===== config.mk =====
export PLATFORM = sky130hd
export DESIGN_NAME = psc_ctrl
export DESIGN_NICKNAME = d
export VERILOG_FILES = /design/src/psc_pkg.sv /design/src/psc_ctrl.sv
export SDC_FILE = /design/constraint.sdc
export NUM_CORES = 1
export LEC_CHECK = 0
export BUFFER_PORTS_ARGS = -buffer_cell sky130_fd_sc_hd__buf_4
export CORE_ASPECT_RATIO = 0.9
export CORE_MARGIN = 5
export CORE_UTILIZATION = 49
export DETAILED_ROUTE_END_ITERATION = 6
export GPL_TIMING_DRIVEN = 0
export PLACE_DENSITY = 0.76
export SYNTH_ARGS = -nofsm -noshare
export SYNTH_HDL_FRONTEND = slang
export SYNTH_SLANG_ARGS = --single-unit

===== constraint.sdc =====
create_clock -name clk_sys -period 3.1 [get_ports clk_sys]
set_clock_uncertainty 0.05 [all_clocks]
set_input_delay 0 -clock clk_sys [delete_from_list [all_inputs] [get_ports clk_sys]]
set_output_delay 0 -clock clk_sys [all_outputs]
set_load 0.05 [all_outputs]

===== src/psc_pkg.sv =====
/*
  Package of the CPU processing-state controller: register map, field
  positions, reset values, state and exception encodings, carrier structs.
  Assumes a single 40 MHz system clock and a 32-bit AHB-Lite register port.
*/
package psc_pkg;

  // Register byte offsets
  localparam logic [7:0] PSC_CTRL_OFS   = 8'h00;
  localparam logic [7:0] PSC_EXTCTL_OFS = 8'h04;
  localparam logic [7:0] PSC_EVENT_OFS  = 8'h08;
  localparam logic [7:0] PSC_STATUS_OFS = 8'h0c;
  localparam logic [7:0] PSC_VECTOR_OFS = 8'h10;
  localparam logic [7:0] PSC_ACCESS_OFS = 8'h14;

  // Control register fields
  localparam int CTRL_SOFTWARE_STANDBY_SELECT_BIT   = 0;
  localparam int CTRL_LOW_SPEED_ON_FLAG_BIT   = 1;
  localparam int CTRL_PSS_BIT    = 2;
  localparam int CTRL_ICMODE_BIT = 4;
  localparam int CTRL_MSPEED_BIT = 8;
  localparam int CTRL_MSTOP_LSB  = 16;
  localparam int CTRL_MSTOP_W    = 8;
  localparam logic [31:0] CTRL_RESET = 32'h0000_0000;

  // Extended control register fields
  localparam int EXT_MASK_LSB   = 0;
  localparam int EXT_TRACE_BIT  = 7;
  localparam logic [7:0] EXT_RESET = 8'h07;
  localparam logic [2:0] MASK_ALL  = 3'h7;

  // Event register command bits (write-one pulses)
  localparam int EV_INSN_END  = 0;
  localparam int EV_TRAP      = 1;
  localparam int EV_SLEEP     = 2;
  localparam int EV_RTE       = 3;
  localparam int EV_CTL_INSN  = 4;
  localparam int EV_WDT_OVF   = 5;
  localparam int EV_IRQ_LSB   = 8;
  localparam int IRQ_LVL_W    = 3;
  localparam int EV_WAKE      = 12;

  // Access-cycle register fields
  localparam int ACC_SPACE_LSB = 0;
  localparam int ACC_WIDE_BIT  = 2;
  localparam int ACC_THREE_BIT = 3;
  localparam int ACC_WAIT_LSB  = 4;
  localparam int ACC_WAIT_W    = 4;

  // Vector addresses
  localparam logic [7:0] VEC_RESET = 8'h00;
  localparam logic [7:0] VEC_TRACE = 8'h14;
  localparam logic [7:0] VEC_IRQ   = 8'h40;
  localparam logic [7:0] VEC_TRAP  = 8'h20;

  // Context push length in states
  localparam logic [2:0] PUSH_STATES  = 3'h4;

  // Access space codes and state counts
  localparam logic [1:0] SPACE_MEM = 2'h0;
  localparam logic [1:0] SPACE_MOD = 2'h1;
  localparam logic [1:0] SPACE_EXT = 2'h2;
  localparam logic [3:0] MEM_STATES = 4'h1;
  localparam logic [3:0] MOD_STATES = 4'h2;
  localparam logic [3:0] EXT2_STATES = 4'h2;
  localparam logic [3:0] EXT3_STATES = 4'h3;

  typedef enum logic [2:0] {
    PST_RESET, PST_EXCEPTION, PST_EXECUTE, PST_BUS_RELEASED,
    PST_SLEEP, PST_SW_STANDBY, PST_HW_STANDBY
  } psc_state_t;

  typedef enum logic [2:0] {
    EXC_NONE, EXC_RESET, EXC_TRACE, EXC_IRQ, EXC_TRAP
  } psc_exc_t;

  typedef enum logic [1:0] {
    SEQ_IDLE, SEQ_PUSH, SEQ_MASK, SEQ_VECTOR
  } psc_seq_t;

  // Power and clock controls going to the rest of the chip
  typedef struct packed {
    logic                      cpu_halt;
    logic                      clock_stop;
    logic                      module_reset;
    logic                      medium_speed;
    logic [CTRL_MSTOP_W-1:0]   module_stop;
  } psc_power_t;

  // Bus-cycle shape for the current access
  typedef struct packed {
    logic [3:0] states;
    logic       wide;
  } psc_access_t;

endpackage


===== src/psc_ctrl.sv =====
/*
  CPU processing-state controller: reset, exception, execution,
  bus-released and power-down sequencing, with an AHB-Lite register port.
  Assumes clear and standby pins are synchronous to clk_sys and the
  instruction core reports instruction events through the event register.
*/
// Our own choices: register access over AHB-Lite and the register offsets.
`timescale 1ns/10ps
module psc_ctrl
  import psc_pkg::*;
(
  // Clock and reset
  input  wire logic                 clk_sys,
  input  wire logic                 arst_n,
  // Pins
  input  wire logic                 power_on_clear_pin_n,
  input  wire logic                 manual_clear_pin_n,
  input  wire logic                 hardware_standby_pin_n,
  input  wire logic                 irq_nmi,
  // Other bus masters
  input  wire logic                 bus_request,
  output logic                      bus_grant,
  // AHB-Lite slave
  input  wire logic                 hsel,
  input  wire logic [31:0]          haddr,
  input  wire logic [1:0]           htrans,
  input  wire logic                 hwrite,
  input  wire logic [2:0]           hsize,
  input  wire logic [31:0]          hwdata,
  input  wire logic                 hready,
  output logic [31:0]               hrdata,
  output logic                      hreadyout,
  output logic                      hresp,
  // Status to the chip
  output psc_pkg::psc_state_t       cpu_state,
  output psc_pkg::psc_power_t       power_ctl,
  output psc_pkg::psc_access_t      access_shape,
  output logic [7:0]                vector_addr,
  output logic                      vector_fetch,
  output logic                      manual_reset
);
  import psc_pkg::*;

  // Bus front end
  logic        wr_pend, next_wr_pend;
  logic [7:0]  wr_addr, next_wr_addr;
  logic [31:0] next_hrdata;
  logic        take;

  // Block state
  psc_state_t  state, next_state;
  psc_exc_t    exc, next_exc;
  psc_seq_t    seq, next_seq;
  logic [2:0]  cnt, next_cnt;
  logic [31:0] ctrl, next_ctrl;
  logic [7:0]  extctl, next_extctl;
  logic [7:0]  stacked_ext, next_stacked_ext;
  logic [7:0]  access_cfg, next_access_cfg;
  logic        por_q, manual_clear_pin_n_q, next_manual;
  logic        irq_block, next_irq_block;
  logic        next_grant;
  // Level of the interrupt in service; its event pulse is gone by the mask step
  logic [2:0]  pend_lvl, next_pend_lvl;
  logic [7:0]  next_vec;
  logic        next_vfetch;
  psc_power_t  next_power;
  psc_access_t next_shape;

  // Event decode
  logic       ev_wr, insn_end, ev_trap, ev_sleep, ev_rte, ev_ctl, ev_wdt, ev_wake;
  logic [2:0] irq_lvl;
  logic       trace_ok, irq_ok;

  function automatic psc_access_t shape_of(input logic [7:0] cfg);
    psc_access_t s;
    s.wide = cfg[ACC_WIDE_BIT];
    case (cfg[ACC_SPACE_LSB +: 2])
      SPACE_MEM: begin
        s.states = MEM_STATES;
        s.wide   = 1'b1;
      end
      SPACE_MOD: s.states = MOD_STATES;
      SPACE_EXT: s.states = cfg[ACC_THREE_BIT] ?
                            EXT3_STATES + cfg[ACC_WAIT_LSB +: ACC_WAIT_W] :
                            EXT2_STATES;
      default:   s.states = MEM_STATES;
    endcase
    return s;
  endfunction

  // Hreadyout tied high: zero wait states, every phase lasts one cycle
  assign take     = hsel && hready && htrans[1];
  assign ev_wr    = wr_pend && (wr_addr == PSC_EVENT_OFS);
  assign insn_end = ev_wr && hwdata[EV_INSN_END];
  assign ev_trap  = ev_wr && hwdata[EV_TRAP];
  assign ev_sleep = ev_wr && hwdata[EV_SLEEP];
  assign ev_rte   = ev_wr && hwdata[EV_RTE];
  assign ev_ctl   = ev_wr && hwdata[EV_CTL_INSN];
  assign ev_wdt   = ev_wr && hwdata[EV_WDT_OVF];
  assign ev_wake  = ev_wr && hwdata[EV_WAKE];
  assign irq_lvl  = ev_wr ? hwdata[EV_IRQ_LSB +: IRQ_LVL_W] : 3'h0;

  // Trace needs mode 2 and no return-from-exception at this end
  assign trace_ok = extctl[EXT_TRACE_BIT] && ctrl[CTRL_ICMODE_BIT]
                    && !ev_rte;
  assign irq_ok   = !irq_block && !ev_ctl &&
                    (irq_nmi || (irq_lvl > extctl[EXT_MASK_LSB +: 3]));

  always_comb begin
    next_wr_pend = take && hwrite;
    next_wr_addr = take ? haddr[7:0] : wr_addr;
    next_hrdata  = hrdata;
    if (take && !hwrite) begin
      case (haddr[7:0])
        PSC_CTRL_OFS:   next_hrdata = ctrl;
        PSC_EXTCTL_OFS: next_hrdata = {24'h0, extctl};
        PSC_STATUS_OFS: next_hrdata = {16'h0, stacked_ext, 1'b0, exc, 1'b0, state};
        PSC_VECTOR_OFS: next_hrdata = {24'h0, vector_addr};
        PSC_ACCESS_OFS: next_hrdata = {24'h0, access_cfg};
        default:        next_hrdata = 32'h0;
      endcase
    end
  end

  always_comb begin
    next_state       = state;
    next_exc         = exc;
    next_seq         = seq;
    next_cnt         = cnt;
    next_ctrl        = ctrl;
    next_extctl      = extctl;
    next_stacked_ext = stacked_ext;
    next_access_cfg  = access_cfg;
    next_manual      = manual_reset;
    next_irq_block   = irq_block;
    next_pend_lvl    = pend_lvl;
    next_grant       = 1'b0;
    next_vec         = vector_addr;
    next_vfetch      = 1'b0;

    if (wr_pend && wr_addr == PSC_CTRL_OFS)
      next_ctrl = hwdata;
    if (wr_pend && wr_addr == PSC_EXTCTL_OFS)
      next_extctl = hwdata[7:0];
    if (wr_pend && wr_addr == PSC_ACCESS_OFS)
      next_access_cfg = hwdata[7:0];

    case (state)
      PST_RESET: begin
        // Interrupts stay off until the first ordinary instruction end
        next_irq_block = 1'b1;
        next_extctl    = EXT_RESET;
        if (!power_on_clear_pin_n)
          next_manual = 1'b0;
        else if (!manual_clear_pin_n)
          next_manual = 1'b1;
        // Clocked rising edge of whichever pin held the reset
        if ((!por_q || !manual_clear_pin_n_q) && power_on_clear_pin_n && manual_clear_pin_n) begin
          next_state = PST_EXCEPTION;
          next_exc   = EXC_RESET;
          next_seq   = SEQ_VECTOR;
        end
      end
      PST_EXCEPTION: begin
        case (seq)
          SEQ_PUSH: begin
            next_cnt = cnt + 3'h1;
            if (cnt == PUSH_STATES - 3'h1) begin
              next_stacked_ext = extctl;
              next_seq         = SEQ_MASK;
            end
          end
          SEQ_MASK: begin
            if (exc == EXC_IRQ)
              next_extctl[EXT_MASK_LSB +: 3] = pend_lvl;
            if (exc == EXC_TRACE)
              next_extctl[EXT_TRACE_BIT] = 1'b0;
            next_seq = SEQ_VECTOR;
          end
          SEQ_VECTOR: begin
            case (exc)
              EXC_RESET: next_vec = VEC_RESET;
              EXC_TRACE: next_vec = VEC_TRACE;
              EXC_IRQ:   next_vec = VEC_IRQ;
              EXC_TRAP:  next_vec = VEC_TRAP;
              default:   next_vec = VEC_RESET;
            endcase
            next_vfetch = 1'b1;
            next_seq    = SEQ_IDLE;
            next_exc    = EXC_NONE;
            // Sequence end: trace then interrupt may chain
            if (trace_ok && exc != EXC_TRACE) begin
              next_exc = EXC_TRACE;
              next_seq = SEQ_PUSH;
              next_cnt = 3'h0;
            end else if (irq_ok && exc != EXC_RESET) begin
              next_exc = EXC_IRQ;
              next_pend_lvl = irq_nmi ? MASK_ALL : irq_lvl;
              next_seq = SEQ_PUSH;
              next_cnt = 3'h0;
            end else begin
              next_state = PST_EXECUTE;
            end
          end
          default: next_seq = SEQ_IDLE;
        endcase
      end
      PST_EXECUTE: begin
        if (insn_end && !ev_ctl)
          next_irq_block = 1'b0;
        // Bus release outranks trace, interrupt and trap (not the watchdog reset below): nothing runs without the bus
        if (bus_request) begin
          next_state = PST_BUS_RELEASED;
          next_grant = 1'b1;
        end else if (insn_end && trace_ok) begin
          next_state = PST_EXCEPTION;
          next_exc   = EXC_TRACE;
          next_seq   = SEQ_PUSH;
          next_cnt   = 3'h0;
        end else if (insn_end && irq_ok) begin
          next_pend_lvl = irq_nmi ? MASK_ALL : irq_lvl;
          next_state = PST_EXCEPTION;
          next_exc   = EXC_IRQ;
          next_seq   = SEQ_PUSH;
          next_cnt   = 3'h0;
        end else if (ev_trap) begin
          next_state = PST_EXCEPTION;
          next_exc   = EXC_TRAP;
          next_seq   = SEQ_PUSH;
          next_cnt   = 3'h0;
        end else if (ev_sleep && !ctrl[CTRL_LOW_SPEED_ON_FLAG_BIT]) begin
          // Low-speed-on set: sleep is left to the low-speed logic outside
          if (!ctrl[CTRL_SOFTWARE_STANDBY_SELECT_BIT])
            next_state = PST_SLEEP;
          else if (!ctrl[CTRL_PSS_BIT])
            next_state = PST_SW_STANDBY;
        end
      end
      PST_BUS_RELEASED: begin
        next_grant = bus_request;
        if (!bus_request)
          next_state = PST_EXECUTE;
      end
      PST_SLEEP, PST_SW_STANDBY: begin
        if (ev_wake || irq_nmi)
          next_state = PST_EXECUTE;
      end
      PST_HW_STANDBY: begin
        // Supporting settings back to reset; RAM contents live outside
        next_ctrl       = CTRL_RESET;
        next_access_cfg = 8'h0;
      end
      default: next_state = PST_RESET;
    endcase

    // Overriding entries, lowest first: a later entry wins over an earlier one
    if (ev_wdt && state != PST_RESET && state != PST_HW_STANDBY) begin
      next_state     = PST_EXCEPTION;
      next_exc       = EXC_RESET;
      next_seq       = SEQ_VECTOR;
      next_irq_block = 1'b1;
      next_extctl    = EXT_RESET;
      // A grant cannot outlive the CPU leaving execution
      next_grant     = 1'b0;
    end
    if (!power_on_clear_pin_n || !manual_clear_pin_n) begin
      next_state = PST_RESET;
      // Flag moves with the state, so both read alike at the next edge
      next_manual = power_on_clear_pin_n;
      next_exc   = EXC_NONE;
      next_seq   = SEQ_IDLE;
      next_grant = 1'b0;
    end
    if (!hardware_standby_pin_n) begin
      next_state = PST_HW_STANDBY;
      next_grant = 1'b0;
    end else if (state == PST_HW_STANDBY && power_on_clear_pin_n && manual_clear_pin_n) begin
      // Pins already high: no clear edge follows, so reset handling starts here
      next_state     = PST_EXCEPTION;
      next_exc       = EXC_RESET;
      next_seq       = SEQ_VECTOR;
      next_irq_block = 1'b1;
      next_extctl    = EXT_RESET;
    end

    next_power.cpu_halt     = (next_state == PST_SLEEP) || (next_state == PST_SW_STANDBY)
                              || (next_state == PST_HW_STANDBY)
                              || (next_state == PST_BUS_RELEASED);
    next_power.clock_stop   = (next_state == PST_SW_STANDBY)
                              || (next_state == PST_HW_STANDBY);
    next_power.module_reset = (next_state == PST_HW_STANDBY);
    next_power.medium_speed = next_ctrl[CTRL_MSPEED_BIT];
    next_power.module_stop  = next_ctrl[CTRL_MSTOP_LSB +: CTRL_MSTOP_W];
    next_shape              = shape_of(next_access_cfg);
  end

  always_ff @(posedge clk_sys or negedge arst_n) begin
    if (!arst_n) begin
      wr_pend      <= 1'b0;
      wr_addr      <= 8'h0;
      hrdata       <= 32'h0;
      hreadyout    <= 1'b1;
      hresp        <= 1'b0;
      state        <= PST_RESET;
      exc          <= EXC_NONE;
      seq          <= SEQ_IDLE;
      cnt          <= 3'h0;
      ctrl         <= CTRL_RESET;
      extctl       <= EXT_RESET;
      stacked_ext  <= 8'h0;
      access_cfg   <= 8'h0;
      por_q        <= 1'b0;
      manual_clear_pin_n_q       <= 1'b1;
      manual_reset <= 1'b0;
      irq_block    <= 1'b1;
      pend_lvl     <= 3'h0;
      bus_grant    <= 1'b0;
      vector_addr  <= 8'h0;
      vector_fetch <= 1'b0;
      cpu_state    <= PST_RESET;
      power_ctl    <= '0;
      access_shape <= '0;
    end else begin
      wr_pend      <= next_wr_pend;
      wr_addr      <= next_wr_addr;
      hrdata       <= next_hrdata;
      hreadyout    <= 1'b1;
      hresp        <= 1'b0;
      state        <= next_state;
      exc          <= next_exc;
      seq          <= next_seq;
      cnt          <= next_cnt;
      ctrl         <= next_ctrl;
      extctl       <= next_extctl;
      stacked_ext  <= next_stacked_ext;
      access_cfg   <= next_access_cfg;
      por_q        <= power_on_clear_pin_n;
      manual_clear_pin_n_q       <= manual_clear_pin_n;
      manual_reset <= next_manual;
      irq_block    <= next_irq_block;
      pend_lvl     <= next_pend_lvl;
      bus_grant    <= next_grant;
      vector_addr  <= next_vec;
      vector_fetch <= next_vfetch;
      cpu_state    <= next_state;
      power_ctl    <= next_power;
      access_shape <= next_shape;
    end
  end

endmodule


Word level (Yosys, flattened, before mapping)
Index checks and enable logic that the tools add are counted.
Storage, ports and cells
  word-level logic and storage cells: 229
  flip-flop bits (word level): 142
  input bits: 79
Cells by class
  magnitude comparators: 1
  add/sub/neg operators: 2
  muxes and demuxes: 98
  reductions and logical operators: 62
  eq/ne operators: 39
Operators by type and width (number)
  32-bit case mux with 5 select lines: 1
  3-bit 2-to-1 mux: 43
  32-bit 2-to-1 mux: 2
  8-bit 2-to-1 mux: 6
  1-bit logical AND: 31
  8-bit by 5-bit == test with 1-bit output (second input constant): 3
  2-bit 2-to-1 mux: 12
  3-bit case mux with 2 select lines: 4
  3-bit == test (second input constant): 7
  7-bit case mux with 3 select lines: 1
  1-bit 2-to-1 mux: 19
  3-bit by 2-bit == test with 1-bit output (second input constant): 6
  3-bit case mux with 6 select lines: 1
  8-bit by 3-bit == test with 1-bit output (second input constant): 2
  8-bit by 4-bit == test with 1-bit output (second input constant): 2
  8-bit zero test: 2
  2-bit case mux with 3 select lines: 2
  2-bit != test (second input constant): 5
  1-bit zero test: 9
  3-bit case mux with 3 select lines: 1
  1-bit logical OR: 8
  4-bit 2-to-1 mux: 2
  4-bit != test (second input constant): 2
  4-bit case mux with 2 select lines: 1
  other kinds (20): 30

Logic depth before layout (Yosys ltp)
Gate-level depths: netlist of the first run.
  depth after elaboration: 19
  depth in mapped cells: 13
  depth with buffers taken out: 11

Least setup slack after synthesis of the first run
OpenSTA, ideal clock, no wires.
  kind: register to register
  start: reg wr_addr[5]
  end: reg power_ctl[10] (netlist name)
  arrival: 2.983 ns
  slack: -0.057 ns
  period minus slack after synthesis: 3.157 ns
  path buffers: 2
  cell stages (with the launch flop): 14
  setup time: 0.124 ns
  data required time: 2.926 ns
  cells stage by stage: dfrtp_1 nor4b_4 and3_1 buf_6 buf_2 and2_1 ha_1 and4b_1 nor3_1 nand2_1 o221ai_2 nor2_1 o31a_1 o31a_1
RTL lines
  start, declared: line psc_ctrl.sv:46  | logic [7:0] wr_addr, next_wr_addr;
  start signal, assigned: line psc_ctrl.sv:325  | wr_addr <= next_wr_addr;
  end signal, assigned: line psc_ctrl.sv:346  | power_ctl <= next_power;
  end, declared: line psc_ctrl.sv:36  | output psc_pkg::psc_power_t power_ctl,

==> results of run 1 <==
metrics by stage:
| step | utilization (%) | area, um^2 |
|---|---|---|
| 2_1_floorplan | - | 6344 |
| 3_3_place_gp | 57.83 | 7337 |
| 3_5_place_dp | 58.08 | 7368 |
| 4_1_cts | 66.97 | 8497 |
| 5_1_grt | 67.46 | 8558 |
| 6_report | 67.46 | 8558 |
worst max-delay path: stages (launching register included):
cell and delay [ns]:
dfrtp_1 0.42, nor4_4 0.34, and3_4 0.29, and2_4 0.17, ha_4 0.20, and4b_2 0.26
nor3_4 0.25, nand2_2 0.11, o221ai_4 0.26, nor2_2 0.07, o31a_1 0.31, o31a_1 0.31
path summary, 6_finish.rpt:
| kind | cells past startpoint | to | startpoint | slack, ns |
|---|---|---|---|---|
| min | 2 | wr_addr[7]$_DFFE_PN0P_ | arst_n | 0.01 |
| max | 11 | power_ctl[10]$_DFF_PN0_ | wr_addr[0]$_DFFE_PN0P_ | -0.07 |
| min in group clk_sys | 3 | wr_addr[2]$_DFFE_PN0P_ | haddr[2] | 0.03 |
| max in group asynchronous | 3 | irq_block$_DFF_PN1_ | arst_n | 2.21 |
| max reg2reg | 11 | power_ctl[10]$_DFF_PN0_ | wr_addr[0]$_DFFE_PN0P_ | -0.07 |
| min reg2reg | 2 | hrdata[26]$_DFFE_PN0P_ | hrdata[26]$_DFFE_PN0P_ | 0.43 |
cell type report:
| class | count | area (um^2) |
|---|---|---|
| inverters | 15 | 56.30 |
| flip-flops and latches | 128 | 3211 |
| clock buffers | 22 | 454.2 |
| fillers | 945 | 4129 |
| plain buffers | 53 | 269.0 |
| clock inverters | 10 | 136.4 |
| well taps | 164 | 205.2 |
| repair buffers | 160 | 1340 |
| multi-input cells | 476 | 2887 |
per-layer routing:
layer  vias to the layer above  global-route usage [%]
met5                         -                       0
met4                         0                   10.32
met3                        34                   6.397
met2                       235                   38.02
met1                      2816                   34.61
li1                       2681                       -
state kept, by name, indices dropped and copies added (netlist names), 2 cells and up:
name,count
cnt,3
stacked_ext,8
access_shape,5
access_cfg,8
power_ctl,10
wr_addr,8
seq,2
state,3
ctrl,25
vector_addr,3
exc,3
pend_lvl,3
hrdata,32
extctl,8
placed cells by master (no fill, tap or decap), types with 5 or more instances in the layout:
master / n
nand2_1: 145
buf_4: 128
dfrtp_1: 122
a21oi_1: 52
o21ai_0: 51
dlygate4sd3_1: 46
nor2_1: 35
clkbuf_1: 33
nand3_1: 21
mux2i_1: 20
mux2_2: 18
clkbuf_16: 17
inv_1: 15
a22oi_1: 9
buf_2: 8
nor3_1: 7
nand2b_1: 7
ha_1: 7
conb_1: 6
or2_2: 5
dfstp_2: 5
power breakdown:
part | switching (mW) | internal, mW
Sequential | 0.0433 | 1.71
Clock | 0.731 | 1.28
Combinational | 0.229 | 0.172
logic make-up after synthesis:
logic type | after synthesis | share of synthesized area, %
XOR/XNOR | 2 | 0.2773
adder cells (fa/ha/maj) | 9 | 1.783
other | 2 | 0.1189
multiplexers | 38 | 6.377
flip-flops | 128 | 50.80
buffers and inverters | 70 | 5.407
AND/OR/NAND/NOR | 260 | 19.07
AO/OA/AOI/OAI | 161 | 16.16
what timing repair did:
item	4_1_cts	5_1_grt
hold endpoints to repair	198	0
endpoints found under the setup margin	16	15
setup buffers	6	2
pin swaps	7	10
hold buffers	46	0
resized for setup	7	12
==> metrics.md, run 1 <==
| Metric | Value |
|---|---|
| GRT Total Usage | 25.21% |
| Slew HR | 38.96% |
| First-pass GRT wire length | 30.03 mm |
| Data required time of the worst path | 3.36 ns |
| Worst EP arrival | 3.43 ns |
| Clock Latency Late Sink | 0.42 ns |
| WL/cell | 18.50 um |
| Post-route DRC | 0 |
| Starting Density | 49.79% |
| Largest fanout on the critical path | 5 |
| Flops & latches, synth | 128 |
| Met3 routed WL | 1.400 mm |
| DP Worst Slack | -0.4360 ns |
| Design Power | 4.170 mW |
| Final ANT Viol Nets | 0 |
| Routed vias | 5766 |
| Failing checks | negative setup slack |
| Cell with the most instances after synthesis | nand2_1 |
| Final WS setup | -0.07399 ns |
| Final hold vios | 0 |
| Yosys top cell area share | 48.72% |
| RSZ-0062 raised after global routing | true |
| HPWL after DPL | 13.05 mm |
| Netlist cell types | 69 |
| CP Launch Type | register |
| Core ar. | 0.01269 mm^2 |
| Hold Slack | 0.01021 ns |
| Finished Layout Cells | 1028 |
| Final Critical Period | 3.174 ns |
| Initial DRT Pass Iterations | 7 |
| Critical path endpoint category | register |
| H-tree levels | 4 |
| Most used DFF post-synth | dfrtp_1 |
| Initial antenna violation count | 0 |
| Synth Cell Area | 0.006317 mm^2 |
| Vias in the first global route | 5782 |
| Post-synth ARST share | 100.0% |
| DP Cell Count | 944 |
| Vias/cell | 5.609 |
| Ranking of synthesized cells by area | dfrtp_1, nand2_1, a21oi_1 |
| CTS buffer count | 17 |
| Placer's final routability congestion estimate | 0.9241 |
| EDFF count, synth | 0 |
| Commonest cells post-synth | nand2_1, dfrtp_1, a21oi_1 |
| Synth Area per Inst | 9.429 um^2 |
| Synth area leader | dfrtp_1 |
| Met2 wire len | 8.862 mm |
| Clock Path Buffers | 2 |
| Status | finished with violations |
| Final setup viols | 5 |
| Final setup TNS | -0.1067 ns |
| Share of layout cells above drive strength 1 | 26.04% |
| Die Wd | 129.7 um |
| Die height | 117.7 um |
| Post-Syn Instances | 670 |
| Reg clk slew, reported paths | 0.05 ns |
| Final Cycle Share | 102.4% |
| PortBufs | 105 |
| PD cells | 487.3 mW/mm^2 |
| Max rail drop VDD | 389.5 uV |
| P_leak | 3.922 nW |
| Sink Count | 128 |
| Hold Path Class | in2async |
| Max_cap viols | 0 |
| CTS tree | yes |
| I/O pin total | 144 |
| Crit Path Class | reg2reg |
| Overflow after GRT | 0 |
| Max Slew Vio Count | 0 |
| # nets final | 939 |
| First DRT Iteration DRCs | 607 |
| Met1 wire length | 8.298 mm |
| Die area | 0.01527 mm^2 |
| Area Overhead vs Synth | 35.47% |
| Sequential area share after synthesis | 50.80% |
| FP Rows | 39 |
| Yosys warns | 0 |
| Highest routed layer | met4 |
| Largest net degree at the start of global routing | 92 |
| DRT Wirelength | 19.02 mm |
| Least-Margin Pin Slew | 0.9115 ns |
| N_diodes | 0 |
| Max Clock Freq | 0.3151 GHz |
| Root Driver | clkbuf_16 |
Power figures use the tool's default switching activity.
==> run 2, diff against run 1 <==
--- a/config.mk
+++ b/config.mk
@@ -12,6 +12,7 @@
 export DETAILED_ROUTE_END_ITERATION = 6
 export GPL_TIMING_DRIVEN = 0
 export PLACE_DENSITY = 0.76
+export SETUP_SLACK_MARGIN = 0.2
 export SYNTH_ARGS = -nofsm -noshare
 export SYNTH_HDL_FRONTEND = slang
 export SYNTH_SLANG_ARGS = --single-unit
==> run 2 against run 1 <==
The flow finishes with violations (design-rule violations, negative setup slack). Non-clock buffer count increased by 6. Critical path depth increased by 4. Global-route usage increased by 0.36 points. Largest power group unchanged. Total power increased by 4.8%. Register-to-register slack got worse by 0.02 ns. Sequential power about the same. Highest routed layer unchanged. Fmax decreased by 0.77%. Cell count increased by 0.58%. Sequential cell count unchanged. Worst setup slack got worse by 0.025 ns.
==> metrics.md, run 2 (same netlist as run 1, synthesis figures left out) <==
| Metric | Value |
|---|---|
| Max_cap viols | 0 (unchanged) |
| RSZ-0062 raised after global routing | true |
| Max Slew Vio Count | 0 (unchanged) |
| Clock Latency Late Sink | 0.42 ns (about the same) |
| Placer's final routability congestion estimate | 0.8930 (-3.4%) |
| First DRT Iteration DRCs | 650 (+7.1%) |
| Max Clock Freq | 0.3126 GHz (-0.77%) |
| Vias in the first global route | 5767 (-0.26%) |
| Max rail drop VDD | 428.5 uV (+10%) |
| Worst Hold Launch | haddr[2] |
| CP top delay family | simple AND/OR/NAND/NOR gates |
| Top Registers | hrdata (32), ctrl (25), power_ctl (10) |
| CP Launch Type | register |
| Initial DRT Pass Iterations | 7 (unchanged) |
| Crit-path slowest cell | dfrtp_1 |
| End of the worst register-to-register path | seq[0]$_DFF_PN0_ |
| I/O pin total | 144 (unchanged) |
| Final Cycle Share | 103.2% (+0.79 points) |
| Commonest non-fill, non-tap cell in the layout | nand2_1 |
| Die Wd | 129.7 um (unchanged) |
| WP buf/inv | 4 (+4) |
| WL/cell | 18.61 um (+0.57%) |
| Finished Layout Cells | 1034 (+0.58%) |
| Reg clk slew, reported paths | 0.06 ns (about the same) |
| Cells on worst reg2reg path | 15 (+4) |
| PortBufs | 105 (unchanged) |
| Data required time of the worst path | 3.39 ns (+0.03 ns) |
| DRT Wirelength | 19.24 mm (+1.2%) |
| Final core occ | 69.49% (+2.0 points) |
| Hold Path Class | in2reg |
| Die area | 0.01527 mm^2 (unchanged) |
| Final setup viols | 5 (unchanged) |
| HPWL after DPL | 13.19 mm (+1.0%) |
| Final WS setup | -0.09856 ns (-0.02457 ns) |
| Routed vias | 5747 (-0.33%) |
| Largest fanout on the critical path | 5 (unchanged) |
| Overflow after GRT | 0 (unchanged) |
| N_diodes | 0 (unchanged) |
| Vias/cell | 5.558 (-0.91%) |
| CP cell instances | nor4b_4 > and3_4 > buf_8 > buf_8 > and2_4 > ha_4 > and4b_2 > nor3_4 > nand2_2 > o221ai_4 > buf_6 > buf_6 > o21ai_2 > a32o_1 > a21oi_2 |
| Failing checks | design-rule violations, negative setup slack |
| CTS buffer count | 17 (unchanged) |
| CTS tree | yes |
| Critical Path Stages | 15 (+4) |
| Sink Count | 128 (unchanged) |
| Initial antenna violation count | 0 (unchanged) |
| GRT Total Usage | 25.57% (+0.36 points) |
| Worst EP arrival | 3.49 ns (+0.06 ns) |
| Hold Path End | wr_addr[2]$_DFFE_PN0P_ |
| Reg2reg start | wr_addr[5]$_DFFE_PN0P_ |
| Post-route DRC | 1 (+1) |
| Core ar. | 0.01269 mm^2 (unchanged) |
| DP Worst Slack | -0.3926 ns (+0.04334 ns) |
| Clock Path Buffers | 2 (unchanged) |
| Most frequent cells in the layout | nand2_1, buf_4, dfrtp_1 |
| PD cells | 495.9 mW/mm^2 (+1.8%) |
| Starting Density | 49.79% (unchanged) |
| Critical Path Source | wr_addr[5]$_DFFE_PN0P_ |
| Die height | 117.7 um (unchanged) |
| Largest net degree at the start of global routing | 105 (+14%) |
| H-tree levels | 4 (unchanged) |
| FP Rows | 39 (unchanged) |
| Final hold vios | 0 (unchanged) |
| Reg with most FFs | hrdata |
| Root Driver | clkbuf_16 |
| Final Critical Period | 3.199 ns (+0.02457 ns) |
| Reg2Reg Setup Slack | -0.1 ns (-0.02 ns) |
| Status | finished with violations |
| Critical path endpoint category | register |
| Least-Margin Pin Slew | 1.198 ns (+0.2868 ns) |
| Max reg flops | 32 (unchanged) |
| WHS Path Cells | 3 |
| Fillers | 960 (+1.6%) |
| # nets final | 945 (+0.64%) |
| Final ANT Viol Nets | 0 (unchanged) |
| P_leak | 4.026 nW (+2.6%) |
| Design Power | 4.372 mW (+4.8%) |
| DP Cell Count | 944 (unchanged) |
| Crit path largest cell delay | 0.40 ns (-0.02 ns) |
| Crit Path Class | reg2reg |
| Hold Slack | 0.06179 ns (+0.05158 ns) |
| Share of layout cells above drive strength 1 | 28.39% (+2.3 points) |
| Slew HR | 19.94% (-19 points) |
| Area Overhead vs Synth | 39.55% |
| First-pass GRT wire length | 30.80 mm (+2.6%) |
-- run 2: changes by cell type in the layout (fill, tap and decap cells not counted), moves of 2 or more --
cell,before,now
buf_6,1,4
buf_8,0,2
bufinv_16,3,5
clkbuf_1,33,29
nand2_1,145,143
nand2_2,1,3
nand3_1,21,18
nand3_2,0,3
o21ai_0,51,48
o21ai_2,1,3
o21bai_4,0,2
-- run 2: worst max path at each step --
stage                                         end  slack (ns)
after floorplan           power_ctl[10]$_DFF_PN0_         0.1
after global placement    power_ctl[10]$_DFF_PN0_       -0.34
after detailed placement  power_ctl[10]$_DFF_PN0_       -0.39
after CTS                 power_ctl[10]$_DFF_PN0_       -0.19
after global routing             seq[0]$_DFF_PN0_       -0.25
final                            seq[0]$_DFF_PN0_        -0.1
-- run 2: metrics by stage --
step / TNS, ns / cell area, um^2
after detailed placement: -3.347 / 7403
final: -0.2755 / 8816
after global placement: -2.180 / 7372
after global routing: -1.808 / 8816
after CTS: -0.8619 / 8721
after floorplan: 0 / 6379
-- run 2: layout make-up --
cell class | count | area, um^2 | area share [%]
plain buffers | 55 | 299.0 | 3.392
clock buffers | 18 | 439.2 | 4.982
clock inverters | 14 | 212.7 | 2.413
inverters | 15 | 56.30 | 0.6387
multi-input cells | 476 | 3010 | 34.15
flip-flops and latches | 128 | 3209 | 36.40
well taps | 164 | 205.2 | 2.328
repair buffers | 164 | 1384 | 15.70
-- run 2: what timing repair did --
| item | 4_1_cts | 5_1_grt |
|---|---|---|
| gates resized for setup | 31 | 12 |
| endpoints found under the hold margin | 193 | 0 |
| hold buffers | 47 | 0 |
| buffers inserted | 6 | 5 |
| pin swaps | 16 | 19 |
| endpoints found under the setup margin | 17 | 17 |
-- run 2: power breakdown --
| part | leakage [nW] | switching (mW) | internal [mW] | total [mW] |
|---|---|---|---|---|
| sequential | 1.71 | 0.0418 | 1.71 | 1.75 |
| clock | 0.308 | 0.759 | 1.45 | 2.20 |
| combinational | 2.00 | 0.236 | 0.176 | 0.412 |
| total | 4.03 | 1.04 | 3.33 | 4.37 |
-- run 2: routing by layer --
layer	share of wire, %	routed length (um)	vias up	global-route usage [%]
li1	-	-	2672	-
met1	44	8491	2774	36.80
met2	46	8882	264	39.34
met3	7.5	1436	37	4.764
met4	2.2	432	0	7.727
met5	0	0	-	0
-- run 2: worst reg2reg max path, delay by kind of cell, from the launching register on --
family	cells	cell delay (ns)
DFF	1	0.40
AOI/OAI and AO/OA	4	0.68
buffers and inverters	4	0.48
and+or+nand+nor	6	1.34
adders and majority gates	1	0.19
==> run 3, diff against run 2 <==
--- a/config.mk
+++ b/config.mk
@@ -5,6 +5,7 @@
 export SDC_FILE = /design/constraint.sdc
 export NUM_CORES = 1
 export LEC_CHECK = 0
+export ABC_AREA = 1
 export BUFFER_PORTS_ARGS = -buffer_cell sky130_fd_sc_hd__buf_4
 export CORE_ASPECT_RATIO = 0.9
 export CORE_MARGIN = 5
==> run 3 against run 2 <==
The run now ends clean. Largest cell class unchanged. Total power decreased by 7.6%. Worst hold slack got worse by 0.019 ns. Area after synthesis increased by 1.7%. Via count increased by 2.0%. Critical endpoint is now cnt[1]$_DFFE_PN0P_. Critical path type unchanged.
==> metrics.md, run 3 <==
| Metric | Value |
|---|---|
| Max rail drop VDD | 341.3 uV (-20%) |
| Final hold vios | 0 (unchanged) |
| Critical path endpoint category | register |
| Initial antenna violation count | 0 (unchanged) |
| PD cells | 473.1 mW/mm^2 (-4.6%) |
| Largest fanout on the critical path | 9 (+4) |
| Placer's final routability congestion estimate | 0.9238 (+3.4%) |
| Post-synth ARST share | 100.0% (unchanged) |
| EDFF count, synth | 0 (unchanged) |
| Layer with the highest usage | met2 |
| Sequential cell area | 0.003209 mm^2 (unchanged) |
| Netlist cell types | 46 (-33%) |
| WL/cell | 15.72 um (-16%) |
| Max_cap viols | 0 (unchanged) |
| Final Cycle Share | 84.44% (-19 points) |
| DRT Wirelength | 17.60 mm (-8.5%) |
| PortBufs | 109 (+3.8%) |
| Sink Count | 128 (unchanged) |
| Flops & latches, synth | 128 (unchanged) |
| I/O pin total | 144 (unchanged) |
| Ranking of synthesized cells by area | dfrtp_1, nand2_1, inv_1 |
| GRT Total Usage | 23.69% (-1.9 points) |
| H-tree levels | 4 (unchanged) |
| Max reg flops | 32 (unchanged) |
| HPWL after DPL | 12.48 mm (-5.3%) |
| Max Slew Vio Count | 0 (unchanged) |
| Synth Area per Inst | 8.430 um^2 (-11%) |
| Starting Density | 50.24% (+0.45 points) |
| Synth area leader | dfrtp_1 |
| RSZ-0062 raised after global routing | false |
| Yosys top cell area share | 47.92% (-0.81 points) |
| Met3 usage | 5.638% (+0.87 points) |
| Synth Cell Area | 0.006424 mm^2 (+1.7%) |
| End of the worst register-to-register path | cnt[1]$_DFFE_PN0P_ |
| Final Critical Period | 2.618 ns (-0.5810 ns) |
| Die area | 0.01550 mm^2 (+1.5%) |
| Final ANT Viol Nets | 0 (unchanged) |
| Core ar. | 0.01278 mm^2 (+0.77%) |
| Clock Latency Late Sink | 0.42 ns (about the same) |
| GR Util met1 | 32.96% (-3.8 points) |
| Vias/cell | 5.234 (-5.8%) |
| Most used DFF post-synth | dfrtp_1 |
| Reg2Reg Setup Slack | 0.48 ns (+0.58 ns) |
| Reg2reg start | wr_addr[5]$_DFFE_PN0P_ |
| Commonest non-fill, non-tap cell in the layout | nand2_1 |
| Slew HR | 59.31% (+39 points) |
| Initial DRT Pass Iterations | 5 (-2) |
| Overflow after GRT | 0 (unchanged) |
| First-pass GRT wire length | 28.89 mm (-6.2%) |
| Worst EP arrival | 2.91 ns (-0.58 ns) |
| Post-Syn Instances | 762 (+14%) |
| Fillers | 1063 (+11%) |
| Postcts setup bufs | 0 (-6) |
| Cells on worst reg2reg path | 17 (+2) |
| CTS tree | yes |
| Post-route DRC | 0 (-1) |
| Clock Path Buffers | 2 (unchanged) |
| Yosys warns | 0 (unchanged) |
| P_leak | 4.388 nW (+9.0%) |
| Commonest cells post-synth | nand2_1, inv_1, dfrtp_1 |
| FP Rows | 39 (unchanged) |
| Reg clk slew, reported paths | 0.06 ns (about the same) |
| Largest net degree at the start of global routing | 97 (-7.6%) |
| Share of layout cells above drive strength 1 | 23.54% (-4.9 points) |
| Hold Path Class | in2async |
| Sequential area share after synthesis | 49.96% (-0.84 points) |
| Met2 GRT Util | 36.42% (-2.9 points) |
| Max Clock Freq | 0.3820 GHz (+22%) |
| Die Wd | 130.7 um (+0.77%) |
| Final setup TNS | 0 ns (+0.2755 ns) |
| N_diodes | 0 (unchanged) |
| Root Driver | clkbuf_16 |
| Top Registers | hrdata (32), ctrl (25), power_ctl (10) |
| Vias in the first global route | 5839 (+1.2%) |
| Status | completed |
| Most frequent cells in the layout | nand2_1, inv_1, buf_4 |
| CTS buffer count | 17 (unchanged) |
| Routed vias | 5862 (+2.0%) |
| Crit Path Class | reg2reg |
| CP Launch Type | register |
| Area Overhead vs Synth | 32.88% |
| Data required time of the worst path | 3.40 ns (about the same) |
| First DRT Iteration DRCs | 507 (-22%) |
| Reg with most FFs | hrdata |
| Multi-input logic area | 0.002442 mm^2 (-19%) |
| # nets final | 1031 (+9.1%) |
| Final core occ | 66.76% (-2.7 points) |
| Cell with the most instances after synthesis | nand2_1 |
| Die height | 118.6 um (+0.77%) |
| Least-Margin Pin Slew | 0.6104 ns (-0.5879 ns) |
| Final setup viols | 0 (-5) |
-- run 3: routing by layer --
layer | routed length [um] | up-vias
met5 | 0 | -
met4 | 302 | 0
met3 | 1286 | 25
met2 | 8159 | 211
met1 | 7854 | 2811
li1 | - | 2815
-- run 3: cell families after synthesis --
logic type / after synthesis / synth area share, %
flip-flops: 128 / 49.96
buffers and inverters: 189 / 12.25
AND/OR/NAND/NOR: 266 / 20.14
AO/OA/AOI/OAI: 166 / 15.50
XOR/XNOR: 2 / 0.2727
adder cells (fa/ha/maj): 9 / 1.753
other: 2 / 0.1169
-- run 3: worst max-delay path by stage --
stage / start / endpoint / slack [ns] / cells after the start
after floorplan: wr_addr[6]$_DFFE_PN0P_ / bus_grant$_DFF_PN0_ / 0.90 / 18
after global routing: wr_addr[5]$_DFFE_PN0P_ / bus_grant$_DFF_PN0_ / 0.20 / 18
after detailed placement: wr_addr[5]$_DFFE_PN0P_ / cnt[1]$_DFFE_PN0P_ / 0.51 / 17
after global placement: wr_addr[4]$_DFFE_PN0P_ / cnt[1]$_DFFE_PN0P_ / 0.57 / 17
final: wr_addr[5]$_DFFE_PN0P_ / cnt[1]$_DFFE_PN0P_ / 0.48 / 17
after CTS: wr_addr[5]$_DFFE_PN0P_ / cnt[1]$_DFFE_PN0P_ / 0.48 / 17
-- run 3: area by class of cell --
class                      instances  share of cell area (%)
clock inverter                    11                  0.9528
clock buffer                      21                   5.512
multi-input combinational        449                   28.61
inverter                         152                   6.699
buffer                            37                   2.521
sequential                       128                   37.60
timing repair buffer             158                   15.70
tap                              164                   2.404
-- run 3: per-stage QoR --
step                total power, mW  instances  setup WS (ns)  cell area, um^2  hold WS (ns)
finish                        4.038       1120         0.4824             8536       0.04319
global route                  4.187       1120         0.2035             8536       0.06254
CTS                           4.048       1120         0.4822             8536       0.03407
detailed placement            2.160       1040         0.5073             7493       -0.1435
global placement              2.149       1039         0.5653             7462       0.06794
floorplan                     1.999        766         0.9021             6439       -0.3456
-- run 3: timing repair --
| item | 4_1_cts | 5_1_grt |
|---|---|---|
| hold endpoints to repair | 194 | 0 |
| hold buffers | 48 | 0 |
| resized for setup | 0 | 0 |
-- run 3: power breakdown --
group	leakage [nW]	internal [mW]	switching (mW)
Sequential	1.72	1.72	0.0286
Combinational	2.42	0.175	0.265
Clock	0.254	1.09	0.769
-- run 3: worst max-delay path, stage by stage (launching register included) --
cell	delay, ns
dfrtp_1	0.40
inv_1	0.06
nand2_1	0.08
nor2_4	0.28
nand2_4	0.16
nor2_1	0.12
ha_1	0.27
a21oi_1	0.15
nand2_1	0.06
nand2_1	0.05
nand2_1	0.09
nand4_2	0.14
nand3_2	0.09
nand2_1	0.12
nor2_1	0.08
o21ai_4	0.19
nand2_1	0.07
o21ai_1	0.08
